## src/rtl/urc_pkg.sv

```systemverilog
// Purpose: Shared constants and types of the serial control and status block.
// Assumes: APB with 32-bit data; register byte address is four times the index.
// Notes: Narrow registers sit in the low bits of the word, upper bits read zero.
package urc_pkg;

   localparam int unsigned ADDR_W = 12;
   localparam int unsigned DATA_W = 32;

   // Register indexes of the six block slots
   localparam logic [7:0] IDX_CTRL_A = 8'h2B;
   localparam logic [7:0] IDX_CTRL_B = 8'h2F;
   localparam logic [7:0] IDX_CTRL_C = 8'h3B;
   localparam logic [7:0] IDX_CTRL_D = 8'h3F;
   localparam logic [7:0] IDX_CTRL_E = 8'h4B;
   localparam logic [7:0] IDX_CTRL_F = 8'h4F;
   // Companion registers of this block
   localparam logic [7:0] IDX_FUNC = 8'h80;
   localparam logic [7:0] IDX_TXBUF = 8'h81;
   localparam logic [7:0] IDX_RXBUF = 8'h82;
   localparam logic [7:0] IDX_BAUD = 8'h83;
   localparam logic [7:0] IDX_IRQ_STAT = 8'h84;
   localparam logic [7:0] IDX_IRQ_CLR = 8'h85;
   localparam logic [7:0] IDX_IRQ_EN = 8'h86;

   localparam logic [2:0] FN_UART = 3'h5;

   // Control register fields
   localparam int unsigned CFG_W = 3;
   localparam int unsigned RXFULL_BIT = 3;
   localparam int unsigned RXACT_BIT = 4;
   localparam int unsigned FERR_BIT = 5;
   localparam int unsigned OVR_BIT = 6;
   localparam int unsigned PERR_BIT = 7;
   localparam int unsigned TXEMPTY_BIT = 4;
   localparam int unsigned TXCMPL_BIT = 5;

   // Interrupt status, clear and enable layout
   localparam int unsigned IRQ_W = 4;
   localparam int unsigned IRQ_RXFULL = 0;
   localparam int unsigned IRQ_TXEMPTY = 1;
   localparam int unsigned IRQ_TXCMPL = 2;
   localparam int unsigned IRQ_ERR = 3;

   localparam logic [2:0] CTRL_RST = 3'h0;
   localparam logic [3:0] FUNC_RST = 4'h0;
   localparam logic [15:0] BAUD_RST = 16'h0015;
   localparam logic [IRQ_W-1:0] IRQ_EN_RST = 4'h2;
   localparam logic [2:0] LAST_BIT = 3'h7;

   typedef struct packed {
      logic parity_odd;
      logic parity_en;
      logic enable;
   } urc_cfg_t;

   typedef struct packed {
      logic dir_rx;
      logic [2:0] fn;
   } urc_func_t;

   typedef struct packed {
      logic [7:0] data;
      logic parity_err;
      logic frame_err;
   } urc_rx_res_t;

   typedef enum logic [2:0] {FR_IDLE, FR_START, FR_DATA, FR_PARITY, FR_STOP} urc_frame_st_t;

   function automatic logic [ADDR_W-1:0] reg_addr(input logic [7:0] idx);
      return {2'h0, idx, 2'h0};
   endfunction : reg_addr

endpackage : urc_pkg

```

## src/rtl/urc_serial_ctrl.sv

```systemverilog
// Purpose: Asynchronous serial transmitter/receiver control and status with APB access.
// Assumes: Zero-wait APB slave; rx pin is asynchronous to i_mclk.
// Notes: One block slot; direction chosen by the function register.
`timescale 1ns/1ps
// Behaviour
// - UART function code makes control register receiver/transmitter status
// - Parity type bit: clear even, set odd
// - Parity enable bit adds parity bit per frame
// - Transmitter runs only while enable set
// - Receiver runs only while enable set
// - Parity error flag set, cleared by control read
// - Overrun flag on unread buffer, cleared by read
// - Framing error on low stop, cleared by read
// - Receive active from start bit to stop sample
// - Receive full on load, interrupts, cleared by buffer read
// - Transmit empty one at reset/disable, cleared on write
// - Transmit complete after stop, cleared by control read
module urc_serial_ctrl
   import urc_pkg::*;
#(
   parameter logic [7:0] CTRL_IDX = IDX_CTRL_A
) (
   input wire logic i_mclk,
   input wire logic i_sys_rst,
   input wire logic i_psel,
   input wire logic i_penable,
   input wire logic i_pwrite,
   input wire logic [ADDR_W-1:0] i_paddr,
   input wire logic [DATA_W-1:0] i_pwdata,
   input wire logic [3:0] i_pstrb,
   output logic [DATA_W-1:0] o_prdata,
   output logic o_pready,
   output logic o_pslverr,
   input wire logic i_rx_pin,
   output logic o_tx_pin,
   output logic o_irq
);

   function automatic logic hit(input logic [ADDR_W-1:0] a, input logic [7:0] idx);
      return a == reg_addr(idx);
   endfunction : hit

   // Pin synchroniser
   logic rx_meta_q, rx_sync_q;
   always_ff @(posedge i_mclk) begin
      if (i_sys_rst) begin
         rx_meta_q <= 1'b1;
         rx_sync_q <= 1'b1;
      end else begin
         rx_meta_q <= i_rx_pin;
         rx_sync_q <= rx_meta_q;
      end
   end

   // Bus decode
   logic setup, access, wr0, wr1, rd;
   logic hit_ctrl, hit_func, hit_txbuf, hit_rxbuf, hit_baud, hit_ist, hit_iclr, hit_ien, mapped;
   assign setup = i_psel & ~i_penable;
   assign access = i_psel & i_penable;
   assign wr0 = access & i_pwrite & i_pstrb[0];
   assign wr1 = access & i_pwrite & i_pstrb[1];
   assign rd = access & ~i_pwrite;
   assign hit_ctrl = hit(i_paddr, CTRL_IDX);
   assign hit_func = hit(i_paddr, IDX_FUNC);
   assign hit_txbuf = hit(i_paddr, IDX_TXBUF);
   assign hit_rxbuf = hit(i_paddr, IDX_RXBUF);
   assign hit_baud = hit(i_paddr, IDX_BAUD);
   assign hit_ist = hit(i_paddr, IDX_IRQ_STAT);
   assign hit_iclr = hit(i_paddr, IDX_IRQ_CLR);
   assign hit_ien = hit(i_paddr, IDX_IRQ_EN);
   assign mapped = hit_ctrl | hit_func | hit_txbuf | hit_rxbuf | hit_baud | hit_ist | hit_iclr | hit_ien;

   // Configuration group
   urc_cfg_t cfg_q, cfg_d;
   urc_func_t func_q, func_d;
   logic [15:0] baud_q, baud_d;
   logic [IRQ_W-1:0] ien_q, ien_d;
   logic uart_mode, tx_on, rx_on;

   always_comb begin
      cfg_d = cfg_q;
      func_d = func_q;
      baud_d = baud_q;
      ien_d = ien_q;
      if (wr0 && hit_ctrl) begin
         cfg_d = i_pwdata[CFG_W-1:0];
      end
      if (wr0 && hit_func) begin
         func_d = i_pwdata[3:0];
      end
      if (wr0 && hit_baud) begin
         baud_d[7:0] = i_pwdata[7:0];
      end
      if (wr1 && hit_baud) begin
         baud_d[15:8] = i_pwdata[15:8];
      end
      if (wr0 && hit_ien) begin
         ien_d = i_pwdata[IRQ_W-1:0];
      end
   end

   always_ff @(posedge i_mclk) begin
      if (i_sys_rst) begin
         cfg_q <= CTRL_RST;
         func_q <= FUNC_RST;
         baud_q <= BAUD_RST;
         ien_q <= IRQ_EN_RST;
      end else begin
         cfg_q <= cfg_d;
         func_q <= func_d;
         baud_q <= baud_d;
         ien_q <= ien_d;
      end
   end

   assign uart_mode = (func_q.fn == FN_UART);
   assign tx_on = uart_mode & ~func_q.dir_rx & cfg_q.enable;
   assign rx_on = uart_mode & func_q.dir_rx & cfg_q.enable;

   // Receiver
   logic rx_busy, rx_done;
   urc_rx_res_t rx_res;
   urc_rx_frame u_rx (
      .i_mclk(i_mclk),
      .i_sys_rst(i_sys_rst),
      .i_en(rx_on),
      .i_cfg(cfg_q),
      .i_div(baud_q),
      .i_rxd(rx_sync_q),
      .o_busy(rx_busy),
      .o_done(rx_done),
      .o_res(rx_res)
   );

   // Transmitter group
   urc_frame_st_t tx_st_q, tx_st_d;
   logic [15:0] tx_cnt_q, tx_cnt_d;
   logic [2:0] tx_bit_q, tx_bit_d;
   logic [7:0] tx_sh_q, tx_sh_d, tx_byte_q, tx_byte_d;
   logic tx_par_q, tx_par_d, tx_pin_q, tx_pin_d;
   logic tx_tick, tx_load, tx_cmpl_ev;
   logic tx_full_q, rx_full_q;
   logic [7:0] txbuf_q;

   assign tx_tick = (tx_cnt_q == 16'h0000);
   assign tx_load = tx_on & (tx_st_q == FR_IDLE) & tx_full_q;
   assign tx_cmpl_ev = tx_on & (tx_st_q == FR_STOP) & tx_tick;

   always_comb begin
      tx_st_d = tx_st_q;
      tx_cnt_d = tx_cnt_q;
      tx_bit_d = tx_bit_q;
      tx_sh_d = tx_sh_q;
      tx_byte_d = tx_byte_q;
      tx_par_d = tx_par_q;
      tx_pin_d = tx_pin_q;
      if (!tx_on) begin
         tx_st_d = FR_IDLE;
         tx_pin_d = 1'b1;
      end else begin
         if (tx_st_q != FR_IDLE && !tx_tick) begin
            tx_cnt_d = tx_cnt_q - 16'h0001;
         end
         unique case (tx_st_q)
            FR_IDLE: begin
               if (tx_load) begin
                  tx_sh_d = txbuf_q;
                  tx_byte_d = txbuf_q;
                  tx_par_d = (^txbuf_q) ^ cfg_q.parity_odd;
                  tx_pin_d = 1'b0;
                  tx_cnt_d = baud_q;
                  tx_st_d = FR_START;
               end
            end
            FR_START: begin
               if (tx_tick) begin
                  tx_pin_d = tx_sh_q[0];
                  tx_sh_d = {1'b0, tx_sh_q[7:1]};
                  tx_bit_d = 3'h0;
                  tx_cnt_d = baud_q;
                  tx_st_d = FR_DATA;
               end
            end
            FR_DATA: begin
               if (tx_tick) begin
                  tx_cnt_d = baud_q;
                  if (tx_bit_q == LAST_BIT) begin
                     tx_pin_d = cfg_q.parity_en ? tx_par_q : 1'b1;
                     tx_st_d = cfg_q.parity_en ? FR_PARITY : FR_STOP;
                  end else begin
                     tx_pin_d = tx_sh_q[0];
                     tx_sh_d = {1'b0, tx_sh_q[7:1]};
                     tx_bit_d = tx_bit_q + 3'h1;
                  end
               end
            end
            FR_PARITY: begin
               if (tx_tick) begin
                  tx_pin_d = 1'b1;
                  tx_cnt_d = baud_q;
                  tx_st_d = FR_STOP;
               end
            end
            FR_STOP: begin
               if (tx_tick) begin
                  tx_st_d = FR_IDLE;
               end
            end
            default: tx_st_d = FR_IDLE;
         endcase
      end
   end

   always_ff @(posedge i_mclk) begin
      if (i_sys_rst) begin
         tx_st_q <= FR_IDLE;
         tx_cnt_q <= 16'h0000;
         tx_bit_q <= 3'h0;
         tx_sh_q <= 8'h00;
         tx_byte_q <= 8'h00;
         tx_par_q <= 1'b0;
         tx_pin_q <= 1'b1;
      end else begin
         tx_st_q <= tx_st_d;
         tx_cnt_q <= tx_cnt_d;
         tx_bit_q <= tx_bit_d;
         tx_sh_q <= tx_sh_d;
         tx_byte_q <= tx_byte_d;
         tx_par_q <= tx_par_d;
         tx_pin_q <= tx_pin_d;
      end
   end

   // Status group; every flag: set beats clear
   logic rx_full_d, perr_q, perr_d, ovr_q, ovr_d, ferr_q, ferr_d, tx_full_d, txcmpl_q, txcmpl_d;
   logic [7:0] rxbuf_q, rxbuf_d, txbuf_d;
   logic [IRQ_W-1:0] ist_q, ist_d, ev;
   logic rd_ctrl, rd_rxbuf, wr_txbuf;
   logic [DATA_W-1:0] prdata_q;

   assign rd_ctrl = rd & hit_ctrl;
   assign rd_rxbuf = rd & hit_rxbuf;
   assign wr_txbuf = wr0 & hit_txbuf & tx_on;

   always_comb begin
      ev = '0;
      ev[IRQ_RXFULL] = rx_done;
      ev[IRQ_TXEMPTY] = tx_load;
      ev[IRQ_TXCMPL] = tx_cmpl_ev;
      ev[IRQ_ERR] = rx_done & (rx_res.parity_err | rx_res.frame_err | (rx_full_q & ~rd_rxbuf));
      // Read-clear drops only flags whose bit read as one; FERR_BIT and TXCMPL_BIT share bit 5
      perr_d = (perr_q & ~(rd_ctrl & prdata_q[PERR_BIT])) | (rx_done & rx_res.parity_err);
      ovr_d = (ovr_q & ~(rd_ctrl & prdata_q[OVR_BIT])) | (rx_done & rx_full_q & ~rd_rxbuf);
      ferr_d = (ferr_q & ~(rd_ctrl & prdata_q[FERR_BIT])) | (rx_done & rx_res.frame_err);
      rx_full_d = (rx_full_q & ~rd_rxbuf) | rx_done;
      rxbuf_d = rx_done ? rx_res.data : rxbuf_q;
      tx_full_d = tx_on & ((tx_full_q & ~tx_load) | wr_txbuf);
      txbuf_d = wr_txbuf ? i_pwdata[7:0] : txbuf_q;
      txcmpl_d = (txcmpl_q & ~(rd_ctrl & prdata_q[TXCMPL_BIT])) | tx_cmpl_ev;
      ist_d = (ist_q & ~((wr0 && hit_iclr) ? i_pwdata[IRQ_W-1:0] : {IRQ_W{1'b0}})) | ev;
   end

   always_ff @(posedge i_mclk) begin
      if (i_sys_rst) begin
         perr_q <= 1'b0;
         ovr_q <= 1'b0;
         ferr_q <= 1'b0;
         rx_full_q <= 1'b0;
         rxbuf_q <= 8'h00;
         tx_full_q <= 1'b0;
         txbuf_q <= 8'h00;
         txcmpl_q <= 1'b0;
         ist_q <= '0;
      end else begin
         perr_q <= perr_d;
         ovr_q <= ovr_d;
         ferr_q <= ferr_d;
         rx_full_q <= rx_full_d;
         rxbuf_q <= rxbuf_d;
         tx_full_q <= tx_full_d;
         txbuf_q <= txbuf_d;
         txcmpl_q <= txcmpl_d;
         ist_q <= ist_d;
      end
   end

   // Read path, captured in the setup cycle
   logic [7:0] ctrl_view;
   logic [DATA_W-1:0] prdata_d;
   logic slverr_q, slverr_d;

   always_comb begin
      ctrl_view = {5'h00, cfg_q};
      if (uart_mode && func_q.dir_rx) begin
         ctrl_view = {perr_q, ovr_q, ferr_q, rx_busy, rx_full_q, cfg_q};
      end else if (uart_mode) begin
         ctrl_view = {2'h0, txcmpl_q, ~tx_full_q, 1'b0, cfg_q};
      end
      prdata_d = prdata_q;
      slverr_d = slverr_q;
      if (setup) begin
         prdata_d = '0;
         slverr_d = ~mapped;
         if (hit_ctrl) prdata_d[7:0] = ctrl_view;
         if (hit_func) prdata_d[3:0] = func_q;
         if (hit_rxbuf) prdata_d[7:0] = rxbuf_q;
         if (hit_baud) prdata_d[15:0] = baud_q;
         if (hit_ist) prdata_d[IRQ_W-1:0] = ist_q;
         if (hit_ien) prdata_d[IRQ_W-1:0] = ien_q;
      end
   end

   always_ff @(posedge i_mclk) begin
      if (i_sys_rst) begin
         prdata_q <= '0;
         slverr_q <= 1'b0;
      end else begin
         prdata_q <= prdata_d;
         slverr_q <= slverr_d;
      end
   end

   assign o_prdata = prdata_q;
   assign o_pslverr = slverr_q;
   assign o_pready = 1'b1;
   assign o_tx_pin = tx_pin_q;
   assign o_irq = |(ist_q & ien_q);
endmodule : urc_serial_ctrl

```

## src/rtl/urc_rx_frame.sv

```systemverilog
// Purpose: Receive framing engine: start detect, data, parity and stop sampling.
// Assumes: i_rxd already synchronised; bit period is i_div + 1 clocks.
// Notes: Samples mid-bit after a half-period start qualification.
`timescale 1ns/1ps
module urc_rx_frame
   import urc_pkg::*;
(
   input wire logic i_mclk,
   input wire logic i_sys_rst,
   input wire logic i_en,
   input wire urc_cfg_t i_cfg,
   input wire logic [15:0] i_div,
   input wire logic i_rxd,
   output logic o_busy,
   output logic o_done,
   output urc_rx_res_t o_res
);

   urc_frame_st_t st_q, st_d;
   logic [15:0] cnt_q, cnt_d;
   logic [2:0] bit_q, bit_d;
   logic [7:0] sh_q, sh_d;
   logic par_q, par_d;
   logic busy_q, busy_d;
   logic done_q, done_d;
   urc_rx_res_t res_q, res_d;
   logic tick;

   assign tick = (cnt_q == 16'h0000);

   always_comb begin
      st_d = st_q;
      cnt_d = cnt_q;
      bit_d = bit_q;
      sh_d = sh_q;
      par_d = par_q;
      busy_d = busy_q;
      done_d = 1'b0;
      res_d = res_q;
      if (!i_en) begin
         st_d = FR_IDLE;
         busy_d = 1'b0;
      end else begin
         if (st_q != FR_IDLE && !tick) begin
            cnt_d = cnt_q - 16'h0001;
         end
         unique case (st_q)
            FR_IDLE: begin
               if (!i_rxd) begin
                  st_d = FR_START;
                  cnt_d = {1'b0, i_div[15:1]};
                  busy_d = 1'b1;
               end
            end
            FR_START: begin
               if (tick) begin
                  if (i_rxd) begin
                     // Glitch, not a start bit
                     st_d = FR_IDLE;
                     busy_d = 1'b0;
                  end else begin
                     st_d = FR_DATA;
                     cnt_d = i_div;
                     bit_d = 3'h0;
                     par_d = 1'b0;
                     res_d.parity_err = 1'b0;
                  end
               end
            end
            FR_DATA: begin
               if (tick) begin
                  sh_d = {i_rxd, sh_q[7:1]};
                  par_d = par_q ^ i_rxd;
                  cnt_d = i_div;
                  bit_d = bit_q + 3'h1;
                  if (bit_q == LAST_BIT) begin
                     st_d = i_cfg.parity_en ? FR_PARITY : FR_STOP;
                  end
               end
            end
            FR_PARITY: begin
               if (tick) begin
                  res_d.parity_err = par_q ^ i_rxd ^ i_cfg.parity_odd;
                  cnt_d = i_div;
                  st_d = FR_STOP;
               end
            end
            FR_STOP: begin
               if (tick) begin
                  busy_d = 1'b0;
                  done_d = 1'b1;
                  res_d.data = sh_q;
                  res_d.frame_err = ~i_rxd;
                  st_d = FR_IDLE;
               end
            end
            default: st_d = FR_IDLE;
         endcase
      end
   end

   always_ff @(posedge i_mclk) begin
      if (i_sys_rst) begin
         st_q <= FR_IDLE;
         cnt_q <= 16'h0000;
         bit_q <= 3'h0;
         sh_q <= 8'h00;
         par_q <= 1'b0;
         busy_q <= 1'b0;
         done_q <= 1'b0;
         res_q <= '0;
      end else begin
         st_q <= st_d;
         cnt_q <= cnt_d;
         bit_q <= bit_d;
         sh_q <= sh_d;
         par_q <= par_d;
         busy_q <= busy_d;
         done_q <= done_d;
         res_q <= res_d;
      end
   end

   assign o_busy = busy_q;
   assign o_done = done_q;
   assign o_res = res_q;

endmodule : urc_rx_frame

```

## config.mk

```make
export PLATFORM = sky130hd
export DESIGN_NAME = urc_serial_ctrl
export DESIGN_NICKNAME = d
export VERILOG_FILES = /design/src/rtl/urc_pkg.sv /design/src/rtl/urc_serial_ctrl.sv /design/src/rtl/urc_rx_frame.sv
export SDC_FILE = /design/constraint.sdc
export NUM_CORES = 1
export LEC_CHECK = 0
export BUFFER_PORTS_ARGS = -buffer_cell sky130_fd_sc_hd__buf_4
export CAP_MARGIN = 20
export CORE_MARGIN = 5
export CORE_UTILIZATION = 38
export CTS_CLUSTER_SIZE = 25
export DETAILED_ROUTE_END_ITERATION = 10
export SKIP_LAST_GASP = 1
export SLEW_MARGIN = 20
export SYNTH_ARGS = -nofsm -noshare
export SYNTH_HDL_FRONTEND = slang
export SYNTH_SLANG_ARGS = --single-unit
```

## constraint.sdc

```tcl
create_clock -name i_mclk -period 5.59 [get_ports i_mclk]
set_input_delay 0.8385 -clock i_mclk [delete_from_list [all_inputs] [get_ports i_mclk]]
set_output_delay 0.8385 -clock i_mclk [all_outputs]
set_load 0.01 [all_outputs]
```

==> results.json, run 1 <==
{
  "fin_worst_skew_ns": 0.00800,
  "gp_congestion": 0.891,
  "io_pins": 90,
  "cts_hold_buf": 0,
  "yosys_warnings": 0,
  "synth_most_common_cell": "dfxtp_1",
  "core_area_sq_um": 21600,
  "nets": 1083,
  "stdcell_area_sq_um": 9250,
  "grtUsageMet2": 0.296,
  "cts-root-buf": "clkbuf_16",
  "fin_crit_ns": 2.98,
  "fp.dieW_um": 158,
  "end_kind": "flip-flop",
  "grt_pass1_wl_mm": 38.3,
  "cts_resized": 0,
  "dpl.hpwl_mm": 16.6,
  "detailedPlace.worstSlack_ns": 2.47,
  "path_class": "reg -> reg",
  "required_ns": 5.95,
  "rows": 54,
  "syn_avg_cell_area_sq_um": 8.17,
  "drtIter0Drc": 794,
  "num_antenna_cells": 0,
  "worst_pin_slew_ns": 1.14,
  "dr.pass1.iters": 5,
  "cp_max_fo": 20,
  "async_flop_share": 0,
  "routedWlPerCell_um": 18.2,
  "finalMaxSlewViolations": 0,
  "status": "finished clean",
  "p_per_area_nw_per_um2": 249,
  "use_met1": 0.268,
  "setup_tns_ns": 0,
  "irDropWorstVdd_v": 0.000156,
  "grt_max_degree": 77,
  "synth.area.top_cells": "dfxtp_1, mux2i_1, a21oi_1",
  "postSynthRegisterBits": 147,
  "hp-class": "reg -> reg",
  "cts_buffer_depth": 2,
  "leakagePower_nw": 3.28,
  "drt.antenna.violating_nets": 0,
  "n_fill_cell": 2173,
  "synthTopCellsByCount": "dfxtp_1, nor2_1, nand2_1",
  "synth_cells": 1013,
  "start_util": 0.383,
  "synth_edf_count": 0,
  "insertion_delay_ns": 0.43,
  "dpl-instance-area_sq_um": 8680,
  "critPathLaunchType": "flip-flop",
  "rsz0062_at_grt": "no",
  "ys_seq_area_frac": 0.356,
  "grt_use_total": 0.194,
  "setup_viol": 0,
  "io_buffers": 54,
  "grt_util_met3": 0.0415,
  "h-tree-depth": 4,
  "areaGrowthSynthToFinish_pct": 11.8,
  "syn-cell-area_sq_um": 8270,
  "hold_violations": 0,
  "fp.dieH_um": 158,
  "wl_mm": 24.0,
  "yosys.area.top_type_share": 0.356,
  "crit_arrival_ns": 3.34,
  "synth.distinct_cells": 86,
  "cts_tree": "done",
  "cts_sinks": 147,
  "antenna_found_initial": 0,
  "fin_crit_sh": 0.533,
  "synth_top_area_cell": "dfxtp_1",
  "cts_setup_buffers": 0,
  "grt_pass1_vias": 7102,
  "max-slew-margin-rel": 0.235,
  "die_area_sq_um": 24800,
  "drc": 0,
  "cts_buffers": 17,
  "busiest_layer": "met2",
  "max_freq_mhz": 336,
  "grt_overflow": 0,
  "drive_gt1_frac": 0.134,
  "setup_ws_ns": 2.61,
  "cts.clk_slew.worst_paths_ns": 0.06,
  "vias": 7544,
  "synth_top_flop_cell": "dfxtp_1",
  "drv_cap": 0,
  "viasPerCell": 5.75
}
registers in the layout (all words and copies together) (netlist names), 4 cells and up:
signal      flops
tx_cnt_q       16
ien_q           4
u_rx.cnt_q     16
rxbuf_q         8
baud_q         16
u_rx.sh_q       8
ist_q           4
o_prdata       16
u_rx.o_res     10
txbuf_q         8
tx_sh_q         8
func_q          4
cell usage in the layout (no fill, tap or decap), types with 9 or more instances in the layout:
master	n
clkbuf_16	17
nor4_1	15
inv_1	21
nor3_1	27
nand2b_1	9
buf_4	59
nand2_1	110
o21ai_0	38
conb_1	17
dfxtp_1	147
a211oi_1	18
xnor2_1	9
nor4_4	9
a21oi_1	97
nand4_1	13
nand3_1	38
a31oi_1	15
nor2b_1	10
mux2i_1	57
or3_1	11
nor2_1	120
through the flow:
step	utilization	hold WS [ns]	std cells	power [W]
finish	0.428	0.407	1313	0.00230
global route	0.428	0.464	1313	0.00238
CTS	0.428	0.409	1313	0.00232
detailed placement	0.402	0.396	1282	0.00121
global placement	0.402	0.395	1282	0.00121
floorplan	-	0.389	1028	0.00117
power breakdown:
part           internal [W]  switching (W)  total, W
Combinational     0.0000433      0.0000828  0.000126
Sequential          0.00105     0.00000606   0.00106
Clock              0.000632       0.000486   0.00112
final timing paths:
check,end,start,cells past startpoint,slack [ns]
max,u_rx.par_q,func_q[3],4,2.61
min,rx_sync_q,rx_meta_q,1,0.41
max reg2reg,u_rx.par_q,func_q[3],4,2.61
min reg2reg,rx_sync_q,rx_meta_q,1,0.41
critical path: stages, from the launching register on:
cell	delay (ns)
dfxtp_1	0.70
nand3_1	0.93
nor4_4	0.94
nand3_1	0.15
a31oi_1	0.17
layer usage:
| metal | part of all wire | up-vias |
|---|---|---|
| met1 | 0.46 | 3563 |
| met2 | 0.45 | 262 |
| met5 | 0 | - |
| met4 | 0.024 | 0 |
| li1 | - | 3677 |
| met3 | 0.065 | 42 |
cell families after synthesis:
kind of cell,Yosys count,synth area share
flip-flops,147,0.356
AND/OR/NAND/NOR,420,0.279
adder cells (fa/ha/maj),8,0.0121
other,2,0.000908
buffers and inverters,106,0.0629
AO/OA/AOI/OAI,257,0.202
multiplexers,59,0.0717
XOR/XNOR,14,0.0148
area by class of cell:
cell class              instances  area (sq um)  area share
clock buffers                  19           443      0.0479
clock inverters                12           123      0.0133
inverters                      21          78.8     0.00852
multi-input cells             775          4870       0.526
flip-flops and latches        147          2940       0.318
well taps                     280           350      0.0379
repair buffers                 59           443      0.0479
(Power assumes the default switching activity.)
==> inputs of run 2 (changes only) <==
==> constraint.sdc (replaced) <==
create_clock -name i_mclk -period 2.6 [get_ports i_mclk]
set_input_delay 0.39 -clock i_mclk [delete_from_list [all_inputs] [get_ports i_mclk]]
set_output_delay 0.39 -clock i_mclk [all_outputs]
set_load 0.01 [all_outputs]
==> run 2 against run 1 <==
Clock power is 120% higher. Maximum frequency up 23%. Via count grew 2.3%. Critical path type unchanged.
==> results.json, run 2 (synthesis results as in run 1) <==
{
  "io_buffers": 54,
  "fp.dieW_um": 158,
  "rows": 54,
  "insertion_delay_ns": 0.43,
  "max_freq_mhz": 411,
  "wl_mm": 24.9,
  "crit_arrival_ns": 2.71,
  "core_area_sq_um": 21600,
  "fp.dieH_um": 158,
  "fin_worst_skew_ns": 0.00953,
  "cts-root-buf": "clkbuf_16",
  "hp-class": "in -> reg",
  "end_kind": "flip-flop",
  "cts_setup_buffers": 0,
  "drive_gt1_frac": 0.163,
  "irDropWorstVdd_v": 0.000329,
  "cts_tree": "done",
  "max-slew-margin-rel": 0.485,
  "cts_sinks": 147,
  "drtIter0Drc": 700,
  "num_antenna_cells": 0,
  "required_ns": 2.88,
  "cpMaxStageDelayCell": "nor3b_4",
  "grt_max_degree": 74,
  "cts_resized": 0,
  "vias": 7716,
  "leakagePower_nw": 3.48,
  "grt_pass1_wl_mm": 39.7,
  "crit_buf_inv": 2,
  "finalMaxSlewViolations": 0,
  "status": "finished clean",
  "areaGrowthSynthToFinish_pct": 15.5,
  "cp_cell_sequence": "inv_1 -> ha_1 -> nor3b_4 -> and4_2 -> buf_4 -> nand4_1 -> nand2_1 -> a21oi_1",
  "n_fill_cell": 2160,
  "io_pins": 90,
  "cts.clk_slew.worst_paths_ns": 0.06,
  "p_per_area_nw_per_um2": 528,
  "cp_max_fo": 9,
  "critPathLaunchType": "flip-flop",
  "drc": 0,
  "rsz0062_at_grt": "no",
  "cts_buffer_depth": 2,
  "viasPerCell": 5.72,
  "fin_crit_ns": 2.43,
  "power_w": 0.00505,
  "setup_viol": 0,
  "dpl.hpwl_mm": 17.5,
  "max_stage_delay_ns": 0.42,
  "path_class": "reg -> reg",
  "die_area_sq_um": 24800,
  "gp_congestion": 0.914,
  "nets": 1119,
  "fin_crit_sh": 0.935,
  "layout.cells.most_common_list": "dfxtp_1, nor2_1, nand2_1",
  "hold_violations": 0,
  "worst_pin_slew_ns": 0.773,
  "cts_hold_buf": 0,
  "antenna_found_initial": 0,
  "start_util": 0.383,
  "cp_top_family": "simple AND/OR/NAND/NOR gates",
  "grt_overflow": 0,
  "cts_buffers": 17,
  "dr.pass1.iters": 6,
  "drt.antenna.violating_nets": 0,
  "final_common_cell": "dfxtp_1",
  "grt_pass1_vias": 7231,
  "sequential_cell_area_sq_um": 2940,
  "setup_tns_ns": 0,
  "multiInputGateArea_sq_um": 4870,
  "routedWlPerCell_um": 18.4,
  "drv_cap": 0,
  "grt_use_total": 0.201,
  "h-tree-depth": 4
}
run 2: cell types whose count changed in the layout (fill, tap and decap cells not counted), sizes merged:
cell and change:
bufinv +1, inv -4, clkinvlp +1, buf +36
clkinv +1, clkbuf +1
run 2: cell type report:
| type | count | area share |
|---|---|---|
| sequential | 147 | 0.308 |
| timing repair buffer | 95 | 0.0759 |
| tap | 280 | 0.0367 |
| inverter | 21 | 0.00825 |
| clock buffer | 20 | 0.0478 |
| multi-input combinational | 775 | 0.510 |
| clock inverter | 11 | 0.0134 |
run 2: metrics by stage:
stage	instances	util	instance area (sq um)	setup WS [ns]	hold slack, ns
after global placement	1318	0.415	8960	0.130	0.400
after detailed placement	1318	0.415	8960	0.0465	0.408
after CTS	1349	0.442	9550	0.0339	0.151
after floorplan	1028	-	8330	0.488	0.389
final	1349	0.442	9560	0.169	0.158
after global routing	1349	0.442	9560	0.0122	0.151
run 2: power by group:
part	internal [W]	switching (W)
sequential	0.00226	0.0000139
clock	0.00146	0.00102
combinational	0.000101	0.000183
run 2: path summary, 6_finish.rpt:
check,to,slack (ns),startpoint,depth (start not counted)
max reg2reg,u_rx.sh_q[7],0.17,u_rx.cnt_q[1],8
max,u_rx.sh_q[7],0.17,u_rx.cnt_q[1],8
min reg2reg,rx_sync_q,0.43,rx_meta_q,1
min,rx_meta_q,0.16,i_rx_pin,2
run 2: per-layer routing:
layer	global-route usage	wire length, um	vias up
met4	0.0717	685	2
li1	-	-	3739
met2	0.308	11100	316
met1	0.279	11400	3609
met5	0.0139	46	-
met3	0.0440	1670	50
run 2: worst reg2reg max path, stage by stage (launching register included):
cell     delay [ns]
dfxtp_1        0.31
inv_1          0.08
ha_1           0.19
nor3b_4        0.42
and4_2         0.42
buf_4          0.19
nand4_1        0.37
nand2_1        0.22
a21oi_1        0.08
==> inputs of run 3 (changes only) <==
--- a/config.mk
+++ b/config.mk
@@ -8,9 +8,10 @@
 export BUFFER_PORTS_ARGS = -buffer_cell sky130_fd_sc_hd__buf_4
 export CAP_MARGIN = 20
 export CORE_MARGIN = 5
-export CORE_UTILIZATION = 38
+export CORE_UTILIZATION = 54
 export CTS_CLUSTER_SIZE = 25
 export DETAILED_ROUTE_END_ITERATION = 10
+export PLACE_DENSITY = 0.77
 export SKIP_LAST_GASP = 1
 export SLEW_MARGIN = 20
 export SYNTH_ARGS = -nofsm -noshare
==> run 3 against run 2 <==
Flip-flop and latch count unchanged. Global-route usage grew 6.4 points. Final cell count decreased by 6.6%. Non-clock buffer count increased by 2. Maximum frequency down 0.26%. Count of clock-buffer cells in the layout up 2. Core utilization is 18 points higher. Via count up 3.2%. Critical path depth up 1. Setup slack got worse by 0.0062 ns. Critical endpoint is now tx_cnt_q[0]. Highest routed layer is now met4.
==> results.json, run 3 (synthesis results as in run 1) <==
{
  "status": "finished clean",
  "leakagePower_nw": 3.49,
  "die_area_sq_um": 17900,
  "cp_cell_sequence": "inv_1 -> ha_1 -> nor4b_2 -> and4_1 -> a21oi_1 -> nor2_1 -> buf_4 -> a221oi_1 -> nor2_1",
  "setup_viol": 0,
  "final_cells": 1260,
  "grt_pass1_vias": 7438,
  "max_freq_mhz": 410,
  "crit_path_frequent_cell": "nor2_1",
  "hold_violations": 0,
  "fp.dieW_um": 134,
  "vias": 7966,
  "start_util": 0.548,
  "power_w": 0.00502,
  "drv_cap": 0,
  "drt.antenna.violating_nets": 0,
  "drive_gt1_frac": 0.164,
  "areaGrowthSynthToFinish_pct": 14.3,
  "r2r_end": "tx_cnt_q[0]",
  "insertion_delay_ns": 0.43,
  "startpoint": "tx_cnt_q[0]",
  "cts_hold_buf": 0,
  "fin_worst_skew_ns": 0.00767,
  "io_buffers": 54,
  "worstRegToRegCells": 9,
  "h-tree-depth": 4,
  "rows": 45,
  "irDropWorstVdd_v": 0.000463,
  "viasPerCell": 6.32,
  "finalMaxSlewViolations": 0,
  "worst_pin_slew_ns": 0.745,
  "grt_max_degree": 49,
  "dpl.hpwl_mm": 16.5,
  "crit_buf_inv": 2,
  "p_switching_w": 0.00118,
  "p_int_w": 0.00384,
  "cts_buffers": 17,
  "nets": 1121,
  "drc": 0,
  "post-place-cells": 1228,
  "core_area_sq_um": 15100,
  "fin_crit_ns": 2.44,
  "wl_mm": 23.7,
  "cts_sinks": 147,
  "cp_top_family": "compound AO/OA/AOI/OAI gates",
  "end_kind": "flip-flop",
  "io_pins": 90,
  "grt_overflow": 0,
  "r2r_setup_slack_ns": 0.16,
  "fin_util": 0.627,
  "p_per_area_nw_per_um2": 531,
  "swShare": 0.235,
  "required_ns": 2.90,
  "fin_crit_sh": 0.937,
  "grt_pass1_wl_mm": 38.6,
  "hp-class": "in -> reg",
  "gp_congestion": 0.957,
  "num_antenna_cells": 0,
  "fp.dieH_um": 134,
  "crit_cells": 9,
  "max_stage_delay_ns": 0.49,
  "cts-root-buf": "clkbuf_16",
  "cpMaxStageDelayCell": "a21oi_1",
  "critPathLaunchType": "flip-flop",
  "antenna_found_initial": 0,
  "drtIter0Drc": 841,
  "dr.pass1.iters": 5,
  "crit_end": "tx_cnt_q[0]",
  "routedWlPerCell_um": 18.8,
  "grt_use_total": 0.265,
  "cts.clk_slew.worst_paths_ns": 0.06,
  "max-slew-margin-rel": 0.502,
  "p_seq_frac": 0.454,
  "path_class": "reg -> reg",
  "cp_max_fo": 6,
  "layout.cells.most_common_list": "dfxtp_1, nor2_1, nand2_1",
  "crit_arrival_ns": 2.74,
  "clkPwrFrac": 0.489,
  "rsz0062_at_grt": "yes",
  "cts_tree": "done",
  "cts_buffer_depth": 2,
  "pwr-share-comb": 0.057,
  "final_common_cell": "dfxtp_1",
  "r2r-start": "tx_cnt_q[0]"
}
==> run 3: cell types whose count changed in the layout (fill, tap and decap cells not counted) <==
cell / delta
inv_6: +1
nor3b_2: +2
clkbuf_1: +2
nor2_2: -1
nor2_1: +1
clkinv_4: -1
buf_4: +3
nor3b_1: -2
buf_12: -1
clkinv_2: -1
==> run 3: worst min-delay path by stage <==
stage,slack [ns],cells past startpoint,endpoint,startpoint
after floorplan,0.39,1,rx_sync_q,rx_meta_q
after global placement,0.40,1,rx_sync_q,rx_meta_q
after detailed placement,0.41,1,rx_sync_q,rx_meta_q
after CTS,0.15,2,rx_meta_q,i_rx_pin
after global routing,0.15,2,rx_meta_q,i_rx_pin
final,0.15,2,rx_meta_q,i_rx_pin
==> run 3: worst reg2reg max path, stage by stage (launching register included) <==
cell	delay, ns
dfxtp_1	0.41
inv_1	0.12
ha_1	0.23
nor4b_2	0.19
and4_1	0.23
a21oi_1	0.49
nor2_1	0.10
buf_4	0.19
a221oi_1	0.29
nor2_1	0.06
==> run 3: metal layers <==
metal  wire, um  track usage  share of wire
met5          0            0              0
met4        887        0.113          0.037
met1      10100        0.358           0.43
met2      10800        0.414           0.45
met3       1940       0.0551          0.082
==> run 3: what timing repair did <==
item | CTS | global route
gates resized for setup | 0 | 3
buffers inserted | 0 | 0
endpoints found under the setup margin | 0 | 25
==> run 3: power by group through the flow <==
stage	Sequential, W	Clock (W)	Combinational, W
detailed placement	0.00233	0	0.000276
global placement	0.00233	0	0.000273
floorplan	0.00232	0	0.000185
finish	0.00228	0.00245	0.000284
global route	0.00228	0.00258	0.000307
CTS	0.00228	0.00247	0.000279
==> run 3: layout make-up <==
class | instances | area (sq um)
sequential | 147 | 2940
tap | 188 | 235
fill | 1334 | 5640
multi-input combinational | 775 | 4880
inverter | 21 | 78.8
clock buffer | 22 | 464
timing repair buffer | 97 | 728
clock inverter | 10 | 123
==> run 3: metrics by stage <==
step | instance area, sq um | worst slack, ns | hold slack (ns) | TNS, ns
floorplan | 8330 | 0.488 | 0.389 | 0
global placement | 8850 | 0.167 | 0.399 | 0
detailed placement | 8850 | 0.0851 | 0.409 | 0
CTS | 9440 | 0.0823 | 0.147 | 0
global route | 9450 | -0.0354 | 0.150 | -0.0354
finish | 9450 | 0.163 | 0.152 | 0
